==> config.mk <==
export PLATFORM = sky130hd
export DESIGN_NAME = epdaf_port
export DESIGN_NICKNAME = d
export VERILOG_FILES = /design/src/epdaf_pkg.sv /design/src/epdaf_sync.sv /design/src/epdaf_port.sv
export VERILOG_INCLUDE_DIRS = /design/src /design/src/src
export SDC_FILE = /design/constraint.sdc
export NUM_CORES = 1
export LEC_CHECK = 0
export BUFFER_PORTS_ARGS = -buffer_cell sky130_fd_sc_hd__clkbuf_2
export CAP_MARGIN = 20
export CORE_ASPECT_RATIO = 1.75
export CORE_MARGIN = 10
export CORE_UTILIZATION = 44
export CTS_CLUSTER_SIZE = 30
export DETAILED_ROUTE_END_ITERATION = 8
export PLACE_DENSITY = 0.79
export SLEW_MARGIN = 20
export SYNTH_ARGS = -nofsm -noshare
export SYNTH_HDL_FRONTEND = slang
export SYNTH_SLANG_ARGS = --single-unit
==> constraint.sdc <==
create_clock -name CORE_CLK -period 1.85 [get_ports CORE_CLK]
set_input_delay 0 -clock CORE_CLK [delete_from_list [all_inputs] [get_ports CORE_CLK]]
set_output_delay 0 -clock CORE_CLK [all_outputs]
set_load 0.02 [all_outputs]
==> src/epdaf_defs.svh <==
`ifndef EPDAF_DEFS_SVH
`define EPDAF_DEFS_SVH
`define EPDAF_OFF_DIR 12'h000
`define EPDAF_OFF_FSEL 12'h004
`define EPDAF_OFF_DATA 12'h008
`define EPDAF_RST_DIR 8'h00
`define EPDAF_RST_FSEL 8'h00
`define EPDAF_RST_DATA 8'h00
`define EPDAF_IMPL_MASK 8'hf7
`define EPDAF_RX_BIT 0
`define EPDAF_NUM_PINS 8
`endif

==> src/epdaf_pkg.sv <==
`include "epdaf_defs.svh"
package epdaf_pkg;
	typedef logic [7:0] epdaf_byte_t;
	typedef logic [31:0] epdaf_word_t;
	typedef logic [11:0] epdaf_addr_t;
	typedef enum logic [1:0] {
		EPDAF_IDLE = 2'b01,
		EPDAF_ACCESS = 2'b10
	} epdaf_phase_e;
	typedef struct packed {
		epdaf_phase_e phase;
		epdaf_byte_t dir;
		epdaf_byte_t fsel;
		epdaf_byte_t data;
		epdaf_word_t rdata;
	} epdaf_regs_s;
	typedef struct packed {
		epdaf_byte_t s1;
		epdaf_byte_t s2;
	} epdaf_sync_s;
endpackage

==> src/epdaf_sync.sv <==
`include "epdaf_defs.svh"
module epdaf_sync
	import epdaf_pkg::*;
(
	// Clock and reset
	input wire logic clk,
	input wire logic rst,
	// Raw and synchronised pins
	input wire logic [7:0] din,
	output logic [7:0] dout
);
	epdaf_sync_s st_r;
	epdaf_sync_s st_nxt;
	always_comb
	begin
		st_nxt.s1 = din;
		st_nxt.s2 = st_r.s1;
	end
	always_ff @(posedge clk)
	begin
		if (rst)
			st_r <= '0;
		else
			st_r <= st_nxt;
	end
	assign dout = st_r.s2;
endmodule

==> src/epdaf_port.sv <==
// Behaviour
// - A direction bit of 0 makes its pin an input and 1 makes it an output.
// - Reset clears the direction register so every pin starts as an input.
// - A function select bit of 0 picks the primary function and 1 the secondary.
// - Reset clears the function select register so every pin starts on its primary function.
// - Pin 0 has no secondary function and always feeds the serial receive input, whatever its direction.
// - The data register holds one bit per pin and clears to zero on reset.
// - Reading data returns live pin level for input pins and the latched value for output pins.
// - Writing data updates all eight latched bits regardless of direction.
`include "epdaf_defs.svh"
module epdaf_port
	import epdaf_pkg::*;
(
	// Clock and reset
	input wire logic CORE_CLK,
	input wire logic RST,
	// APB slave
	input wire logic PSEL,
	input wire logic PENABLE,
	input wire logic PWRITE,
	input wire epdaf_pkg::epdaf_addr_t PADDR,
	input wire epdaf_pkg::epdaf_word_t PWDATA,
	input wire logic [3:0] PSTRB,
	output epdaf_pkg::epdaf_word_t PRDATA,
	output logic PREADY,
	output logic PSLVERR,
	// Port pins, enable low while driving
	input wire epdaf_pkg::epdaf_byte_t PIN_IN,
	output epdaf_pkg::epdaf_byte_t PIN_OUT,
	output epdaf_pkg::epdaf_byte_t PIN_OE_N,
	// Secondary function sources and routing
	input wire epdaf_pkg::epdaf_byte_t ALT_OUT,
	output epdaf_pkg::epdaf_byte_t ALT_SEL,
	output logic SERIAL_RECEIVE_IN
);
	import epdaf_pkg::*;

	epdaf_regs_s st_r;
	epdaf_regs_s st_nxt;
	epdaf_byte_t pins_sync;
	epdaf_byte_t drv;
	logic setup;
	logic wr_lo;

	function automatic logic known_addr(input epdaf_addr_t a);
		known_addr = (a == `EPDAF_OFF_DIR) || (a == `EPDAF_OFF_FSEL) || (a == `EPDAF_OFF_DATA);
	endfunction

	// Pins are asynchronous to the core clock
	epdaf_sync u_sync (
		.clk(CORE_CLK),
		.rst(RST),
		.din(PIN_IN),
		.dout(pins_sync)
	);

	assign setup = PSEL && !PENABLE;
	// Registers live in byte lane 0; a write without that strobe is ignored
	assign wr_lo = PSEL && PENABLE && PWRITE && PSTRB[0] && (st_r.phase == EPDAF_ACCESS);

	always_comb
	begin
		st_nxt = st_r;
		case (st_r.phase)
			EPDAF_IDLE:
			begin
				if (setup)
					st_nxt.phase = EPDAF_ACCESS;
				if (setup && !PWRITE)
				begin
					st_nxt.rdata = '0;
					case (PADDR)
						`EPDAF_OFF_DIR: st_nxt.rdata[7:0] = st_r.dir & `EPDAF_IMPL_MASK;
						`EPDAF_OFF_FSEL: st_nxt.rdata[7:0] = st_r.fsel & `EPDAF_IMPL_MASK;
						// Input bits show the live level, output bits the latch
						`EPDAF_OFF_DATA: st_nxt.rdata[7:0] = (pins_sync & ~st_r.dir) | (st_r.data & st_r.dir);
						default: st_nxt.rdata = '0;
					endcase
				end
			end
			EPDAF_ACCESS:
			begin
				st_nxt.phase = EPDAF_IDLE;
				if (wr_lo)
				begin
					case (PADDR)
						`EPDAF_OFF_DIR: st_nxt.dir = PWDATA[7:0] & `EPDAF_IMPL_MASK;
						`EPDAF_OFF_FSEL: st_nxt.fsel = PWDATA[7:0] & `EPDAF_IMPL_MASK;
						`EPDAF_OFF_DATA: st_nxt.data = PWDATA[7:0];
						default: st_nxt.data = st_r.data;
					endcase
				end
			end
			default: st_nxt.phase = EPDAF_IDLE;
		endcase
		// Pin 0 is the serial receive pin and never takes a secondary function
		st_nxt.fsel[`EPDAF_RX_BIT] = 1'b0;
	end

	always_ff @(posedge CORE_CLK)
	begin
		if (RST)
		begin
			st_r.phase <= EPDAF_IDLE;
			st_r.dir <= `EPDAF_RST_DIR;
			st_r.fsel <= `EPDAF_RST_FSEL;
			st_r.data <= `EPDAF_RST_DATA;
			st_r.rdata <= '0;
		end
		else
			st_r <= st_nxt;
	end

	genvar g;
	generate
		for (g = 0; g < `EPDAF_NUM_PINS; g++)
		begin : g_pin
			// Secondary output replaces the latch whenever the pin's function select bit is set, whatever its direction
			assign drv[g] = st_r.fsel[g] ? ALT_OUT[g] : st_r.data[g];
			assign PIN_OE_N[g] = ~st_r.dir[g];
		end
	endgenerate

	// Read data is registered in the setup cycle, so one access cycle suffices
	assign PREADY = PSEL && PENABLE;
	assign PSLVERR = PSEL && PENABLE && !known_addr(PADDR);
	assign PRDATA = st_r.rdata;
	assign PIN_OUT = drv;
	assign ALT_SEL = st_r.fsel;
	assign SERIAL_RECEIVE_IN = pins_sync[`EPDAF_RX_BIT];
endmodule

==> impl_metrics.env, run 1 <==
export IMPL_num_antenna_cells=0
export IMPL_critPathKind="input port to register"
export IMPL_critPathCaptureType="register"
export IMPL_dr_pass1_iters=4
export IMPL_outcome="finished, final reports clean"
export IMPL_ys_ff_latch=47
export IMPL_synthToLayoutAreaGrowth_pct=18.99
export IMPL_ys_flop_type="dfxtp_1"
export IMPL_wl_per_cell_um=14.54
export IMPL_fill_cells=468
export IMPL_fin_crit_sh_pct=75.72
export IMPL_grt_max_degree=27
export IMPL_initial_utilization_pct=45.94
export IMPL_netlist_top_cells_area="dfxtp_1, buf_4, mux2i_1, nand2b_1, nor2b_1"
export IMPL_netlist_area_leader_share_pct=40.80
export IMPL_maxCapViolations=0
export IMPL_max_freq_ghz=0.7138
export IMPL_yosysUniqueCellTypes=30
export IMPL_ctsHtreeMaxLevel=2
export IMPL_pwr_share_seq_pct=51.7
export IMPL_cts_tree="yes"
export IMPL_die_x_um=74.73
export IMPL_crit_fanout=7
export IMPL_tightest_slew_ns=0.6257
export IMPL_cp_required_ns=2.09
export IMPL_p_clk_share_pct=38.3
export IMPL_vias_per_cell=4.735
export IMPL_antenna_found_initial=0
export IMPL_synth_commonest_cells="dfxtp_1, buf_4, nand2b_1"
export IMPL_clkSinkCount=47
export IMPL_portBuffers=71
export IMPL_drive_gt1_share_pct=28.80
export IMPL_remaining_drc_errors=0
export IMPL_vias=1752
export IMPL_routed_wl_um=5380
export IMPL_numCtsBuffers=5
export IMPL_switching_share_pct=22.74
export IMPL_leakage_nw=1.310
export IMPL_yosysMostFrequentCell="dfxtp_1"
export IMPL_hpwl_um=4231
export IMPL_clock_latency_ns=0.30
export IMPL_ant_nets=0
export IMPL_clock_skew_ns=0.005849
export IMPL_hold_viol=0
export IMPL_start_kind="input port"
export IMPL_setup_slack_ns=0.4491
export IMPL_synthArstFlopShare_pct=0
export IMPL_synth_edff_count=0
export IMPL_synth_largest_area_cell="dfxtp_1"
export IMPL_power_internal_w=0.001544
export IMPL_nNetsFinal=384
export IMPL_finalMaxSlewViolations=0
export IMPL_grt_pass1_wl_um=8838
export IMPL_rsz0062_at_grt="false"
export IMPL_clk_pin_slew_worst_paths_ns=0.09
export IMPL_syn_instance_count=248
export IMPL_dieArea_um2=8651
export IMPL_peakVddDrop_mv=0.4693
export IMPL_syn_avg_cell_area_um2=9.298
export IMPL_pin_count=128
export IMPL_grt_pass1_vias=1851
export IMPL_crit_arrival_ns=1.64
export IMPL_fin_crit_ns=1.401
export IMPL_root_buffer="clkbuf_8"
export IMPL_synth_warnings=0
export IMPL_min_path_type="input port to register"
export IMPL_powerDensity_nw_per_um2=728.3
export IMPL_fp_dieH_um=115.8
export IMPL_yosysSeqAreaShare_pct=40.80
export IMPL_switching_power_w=0.0004544
export IMPL_setup_violations=0
export IMPL_place_worst_setup_slack_ns=0.1362
export IMPL_rows=34
export IMPL_cts_setup_buffers=0
export IMPL_drtIter0Drc=104
export IMPL_relSlewSlack_pct=58.14
export IMPL_tns_ns=0
export IMPL_p_comb_share_pct=10.0
export IMPL_core_um2=5020
export IMPL_clock_tree_buffer_depth=2
export IMPL_grt_ovfl_total=0
export IMPL_syn_area_um2=2306
export IMPL_grtUsageTotal_pct=12.74
export IMPL_gp_congestion=0.7985
-- per-layer routing --
layer / vias up / track usage, % / share of wire [%]
met1: 799 / 12.78 / 37
met2: 58 / 23.65 / 55
met4: 0 / 5.076 / 2.3
met3: 9 / 3.510 / 6.2
li1: 886 / - / -
met5: - / 0 / 0
-- through the flow --
stage                     cells  cell area [um2]  power [W]  hold slack (ns)  utilization [%]
after floorplan             273             2400   0.001218           0.1282                -
after global placement      352             2526   0.001235           0.2108            50.32
after detailed placement    352             2526   0.001239           0.2130            50.32
after CTS                   370             2744   0.002015         0.005015            54.66
after global routing        370             2744   0.002094          0.01545            54.66
final                       370             2744   0.001998         0.009231            54.66
-- path summary, 6_finish.rpt --
| kind | cells past startpoint | slack [ns] | endpoint | start |
|---|---|---|---|---|
| worst max register to register | 4 | 0.49 | PRDATA[6] | st_r[57] |
| worst min-delay path | 3 | 0.009 | st_r[55] | PWDATA[7] |
| worst min register to register | 1 | 0.44 | u_sync.dout[6] | u_sync.st_nxt[6] |
| worst max-delay path | 6 | 0.45 | PRDATA[6] | PADDR[5] |
-- registers in the layout, indices dropped and copies added (netlist names) --
signal and cells:
u_sync.dout 8, u_sync.st_nxt 8, PRDATA 8, st_r 17, ALT_SEL 6
-- critical path, cell delays in order --
cell	delay [ns]
clkbuf_2	0.08
or4_4	0.54
or3_4	0.41
a2111oi_4	0.27
buf_4	0.22
a22o_1	0.13
-- final cells by class --
class                   instances  area [um2]  share of cell area (%)
flip-flops and latches         47       940.9                   34.29
inverters                      16       60.06                   2.189
well taps                      54       67.56                   2.462
repair buffers                 88       520.5                   18.97
clock buffers                   6       82.58                   3.010
multi-input cells             157        1037                   37.80
clock inverters                 2       35.03                   1.277
-- cells in the final DEF (no fill, tap or decap), types with 5 or more instances in the layout --
cell type       n
a22o_1          7
clkbuf_8        6
conb_1         27
nor2_1          5
a21oi_1         9
mux2i_1        21
o21ai_0         6
dfxtp_1        47
a311oi_1        7
nand2b_1       30
clkbuf_2       71
nor2b_1        17
nand2_1         8
dlygate4sd3_1  10
inv_1          16
buf_4           6
a21o_1          6
-- power by group through the flow --
stage / sequential (W) / combinational (W) / clock (W)
2_1_floorplan: 0.00106 / 0.000161 / 0
3_3_place_gp: 0.00106 / 0.000178 / 0
3_5_place_dp: 0.00106 / 0.000182 / 0
4_1_cts: 0.00103 / 0.000198 / 0.000784
5_1_grt: 0.00104 / 0.000221 / 0.000837
6_report: 0.00103 / 0.000200 / 0.000766
-- cell families after synthesis --
kind of cell | share of synthesized area [%]
and+or+nand+nor | 19.75
DFF | 40.80
other | 0.3257
muxes | 9.116
buffers and inverters | 18.29
AOI/OAI and AO/OA | 11.72
-- repair_timing --
action                                 in CTS  in global routing
endpoints found under the hold margin      11                  0
hold buffers                               10                  0
resized for setup                           0                  0
No activity file was read; power rests on OpenSTA's default activity.
==> run 2, diff against run 1 <==
--- a/config.mk
+++ b/config.mk
@@ -6,14 +6,15 @@
 export SDC_FILE = /design/constraint.sdc
 export NUM_CORES = 1
 export LEC_CHECK = 0
+export ABC_AREA = 1
 export BUFFER_PORTS_ARGS = -buffer_cell sky130_fd_sc_hd__clkbuf_2
 export CAP_MARGIN = 20
 export CORE_ASPECT_RATIO = 1.75
 export CORE_MARGIN = 10
-export CORE_UTILIZATION = 44
+export CORE_UTILIZATION = 41
 export CTS_CLUSTER_SIZE = 30
 export DETAILED_ROUTE_END_ITERATION = 8
-export PLACE_DENSITY = 0.79
+export PLACE_DENSITY = 0.77
 export SLEW_MARGIN = 20
 export SYNTH_ARGS = -nofsm -noshare
 export SYNTH_HDL_FRONTEND = slang
==> constraint.sdc (replaced) <==
create_clock -name CORE_CLK -period 1.2 [get_ports CORE_CLK]
set_input_delay 0 -clock CORE_CLK [delete_from_list [all_inputs] [get_ports CORE_CLK]]
set_output_delay 0 -clock CORE_CLK [all_outputs]
set_load 0.02 [all_outputs]
==> run 2 against run 1 <==
The run now ends with negative setup slack left. Clock skew shrank 0.0023 ns. Wire length rose by 15%. Hold slack worse by 0.0047 ns. Worst setup slack worse by 0.49 ns. Combinational power is 74% higher. Largest power group unchanged. Via count grew 24%. Critical path depth grew 2. Clock power rose by 34%. Sequential share of layout area decreased by 3.2 points.
==> impl_metrics.env, run 2 <==
export IMPL_dr_pass1_iters=4
export IMPL_root_buffer="clkbuf_8"
export IMPL_remaining_drc_errors=0
export IMPL_dp_cells=473
export IMPL_min_path_type="input port to register"
export IMPL_crit_fanout=5
export IMPL_synth_commonest_cells="nand2_1, nor2_1, inv_1"
export IMPL_setup_slack_ns=-0.04516
export IMPL_crit_arrival_ns=1.47
export IMPL_grt_ovfl_total=0
export IMPL_syn_instance_count=341
export IMPL_stdcell_area_um2=3038
export IMPL_vias_per_cell=4.327
export IMPL_fill_cells=575
export IMPL_leakage_nw=1.554
export IMPL_setup_violations=17
export IMPL_ctsHtreeMaxLevel=2
export IMPL_die_x_um=77.96
export IMPL_synth_edff_count=0
export IMPL_final_cell_count_no_fill=502
export IMPL_antenna_found_initial=0
export IMPL_fin_crit_sh_pct=103.8
export IMPL_powerDensity_nw_per_um2=979.2
export IMPL_fin_crit_ns=1.245
export IMPL_dpl_cell_area_um2=2666
export IMPL_yosysSeqAreaShare_pct=39.04
export IMPL_synth_warnings=0
export IMPL_portBuffers=71
export IMPL_total_power_w=0.002975
export IMPL_clock_tree_buffer_depth=2
export IMPL_gr_usage_met3_pct=3.635
export IMPL_pin_count=128
export IMPL_hold_viol=0
export IMPL_drive_gt1_share_pct=31.46
export IMPL_numCtsBuffers=5
export IMPL_num_antenna_cells=0
export IMPL_critPathCaptureType="register"
export IMPL_grt_pass1_wl_um=9922
export IMPL_drtIter0Drc=171
export IMPL_ys_ff_latch=47
export IMPL_grtUsageTotal_pct=12.74
export IMPL_synthToLayoutAreaGrowth_pct=26.06
export IMPL_clkSinkCount=47
export IMPL_syn_avg_cell_area_um2=7.067
export IMPL_synthArstFlopShare_pct=0
export IMPL_largest_reg_flops=17
export IMPL_nNetsFinal=494
export IMPL_rsz0062_at_grt="true"
export IMPL_outcome="complete, but fails checks"
export IMPL_netlist_area_leader_share_pct=39.04
export IMPL_vias=2172
export IMPL_ant_nets=0
export IMPL_failed_checks="negative setup slack"
export IMPL_cp_required_ns=1.42
export IMPL_grt_max_degree=23
export IMPL_ys_flop_type="dfxtp_1"
export IMPL_place_worst_setup_slack_ns=-0.02479
export IMPL_netlist_top_cells_area="dfxtp_1, buf_4, nand2_1, nor2_1, inv_1"
export IMPL_wl_per_cell_um=12.30
export IMPL_initial_utilization_pct=42.80
export IMPL_fp_dieH_um=121.4
export IMPL_rows=36
export IMPL_grt_busiest_layer="met2"
export IMPL_dieArea_um2=9465
export IMPL_peakVddDrop_mv=0.8696
export IMPL_syn_area_um2=2410
export IMPL_max_freq_ghz=0.8031
export IMPL_cts_tree="yes"
export IMPL_hpwl_um=4972
export IMPL_maxCapViolations=0
export IMPL_final_cell_mix="clkbuf_2, nand2_1, nor2_1, inv_1, dfxtp_1"
export IMPL_grt_util_met1_pct=11.94
export IMPL_mostFrequentLayoutCell="clkbuf_2"
export IMPL_core_um2=5630
export IMPL_clk_pin_slew_worst_paths_ns=0.08
export IMPL_grt_pass1_vias=2241
export IMPL_start_kind="register"
export IMPL_yosysUniqueCellTypes=23
export IMPL_grt_use_met2_pct=24.27
export IMPL_clock_skew_ns=0.003553
export IMPL_gp_congestion=0.8749
export IMPL_yosysMostFrequentCell="nand2_1"
export IMPL_critPathKind="register to register"
export IMPL_routed_wl_um=6174
export IMPL_max_flop_register="st_r"
export IMPL_finalMaxSlewViolations=0
export IMPL_synth_largest_area_cell="dfxtp_1"
export IMPL_clock_latency_ns=0.29
[run 2: cells by family after synthesis]
group	Yosys count	share of synthesized area, %
buffers and inverters	101	23.36
AO/OA/AOI/OAI	37	8.619
AND/OR/NAND/NOR	154	28.66
flip-flops	47	39.04
other	2	0.3116
[run 2: worst paths after layout]
check	startpoint	endpoint	slack, ns	depth (start not counted)
min	PWDATA[4]	st_r[36]	0.005	3
max reg2reg	st_r[56]	PRDATA[3]	-0.05	8
min reg2reg	u_sync.st_nxt[2]	u_sync.dout[2]	0.40	2
max	st_r[56]	PRDATA[3]	-0.05	8
[run 2: where the power goes]
group / switching (W) / total (W) / leakage [nW] / internal, W
registers: 0.00000989 / 0.00160 / 0.382 / 0.00159
logic: 0.000214 / 0.000348 / 1.12 / 0.000134
clock network: 0.000505 / 0.00103 / 0.0505 / 0.000524
[run 2: cell type report]
| type | count | area, um2 | area share, % |
|---|---|---|---|
| clock inverter | 1 | 7.507 | 0.2471 |
| multi-input combinational | 218 | 1051 | 34.60 |
| timing repair buffer | 104 | 659.4 | 21.71 |
| sequential | 47 | 943.4 | 31.05 |
| tap | 76 | 95.09 | 3.130 |
| clock buffer | 7 | 96.34 | 3.171 |
| inverter | 49 | 185.2 | 6.096 |
[run 2: repair_timing]
action,4_1_cts,5_1_grt
pin swaps,0,7
hold buffers,18,0
endpoints found under the hold margin,22,0
setup endpoints to repair,10,29
cloned,1,0
buffers inserted,2,0
resized for setup,9,17
[run 2: worst max-delay path: stages (launching register included)]
cell and delay [ns]:
dfxtp_2 0.33, inv_2 0.03, buf_4 0.13, nor2_4 0.08, nand3_2 0.11, nor2_4 0.16, buf_6 0.13, o21ai_0 0.06
a21oi_1 0.14
[run 2: stage by stage]
stage	utilization (%)	hold slack (ns)	TNS (ns)
6_report	53.96	0.004541	-0.2607
5_1_grt	53.96	0.01161	-2.513
4_1_cts	53.09	0.001645	-0.008260
3_5_place_dp	47.36	0.1955	-0.04636
3_3_place_gp	47.36	0.1954	0
2_1_floorplan	-	0.1070	0
[run 2: routing by layer]
layer | wire (um) | up-vias
li1 | - | 1133
met1 | 2310 | 948
met2 | 3291 | 83
met3 | 413 | 8
met4 | 158 | 0
met5 | 0 | -
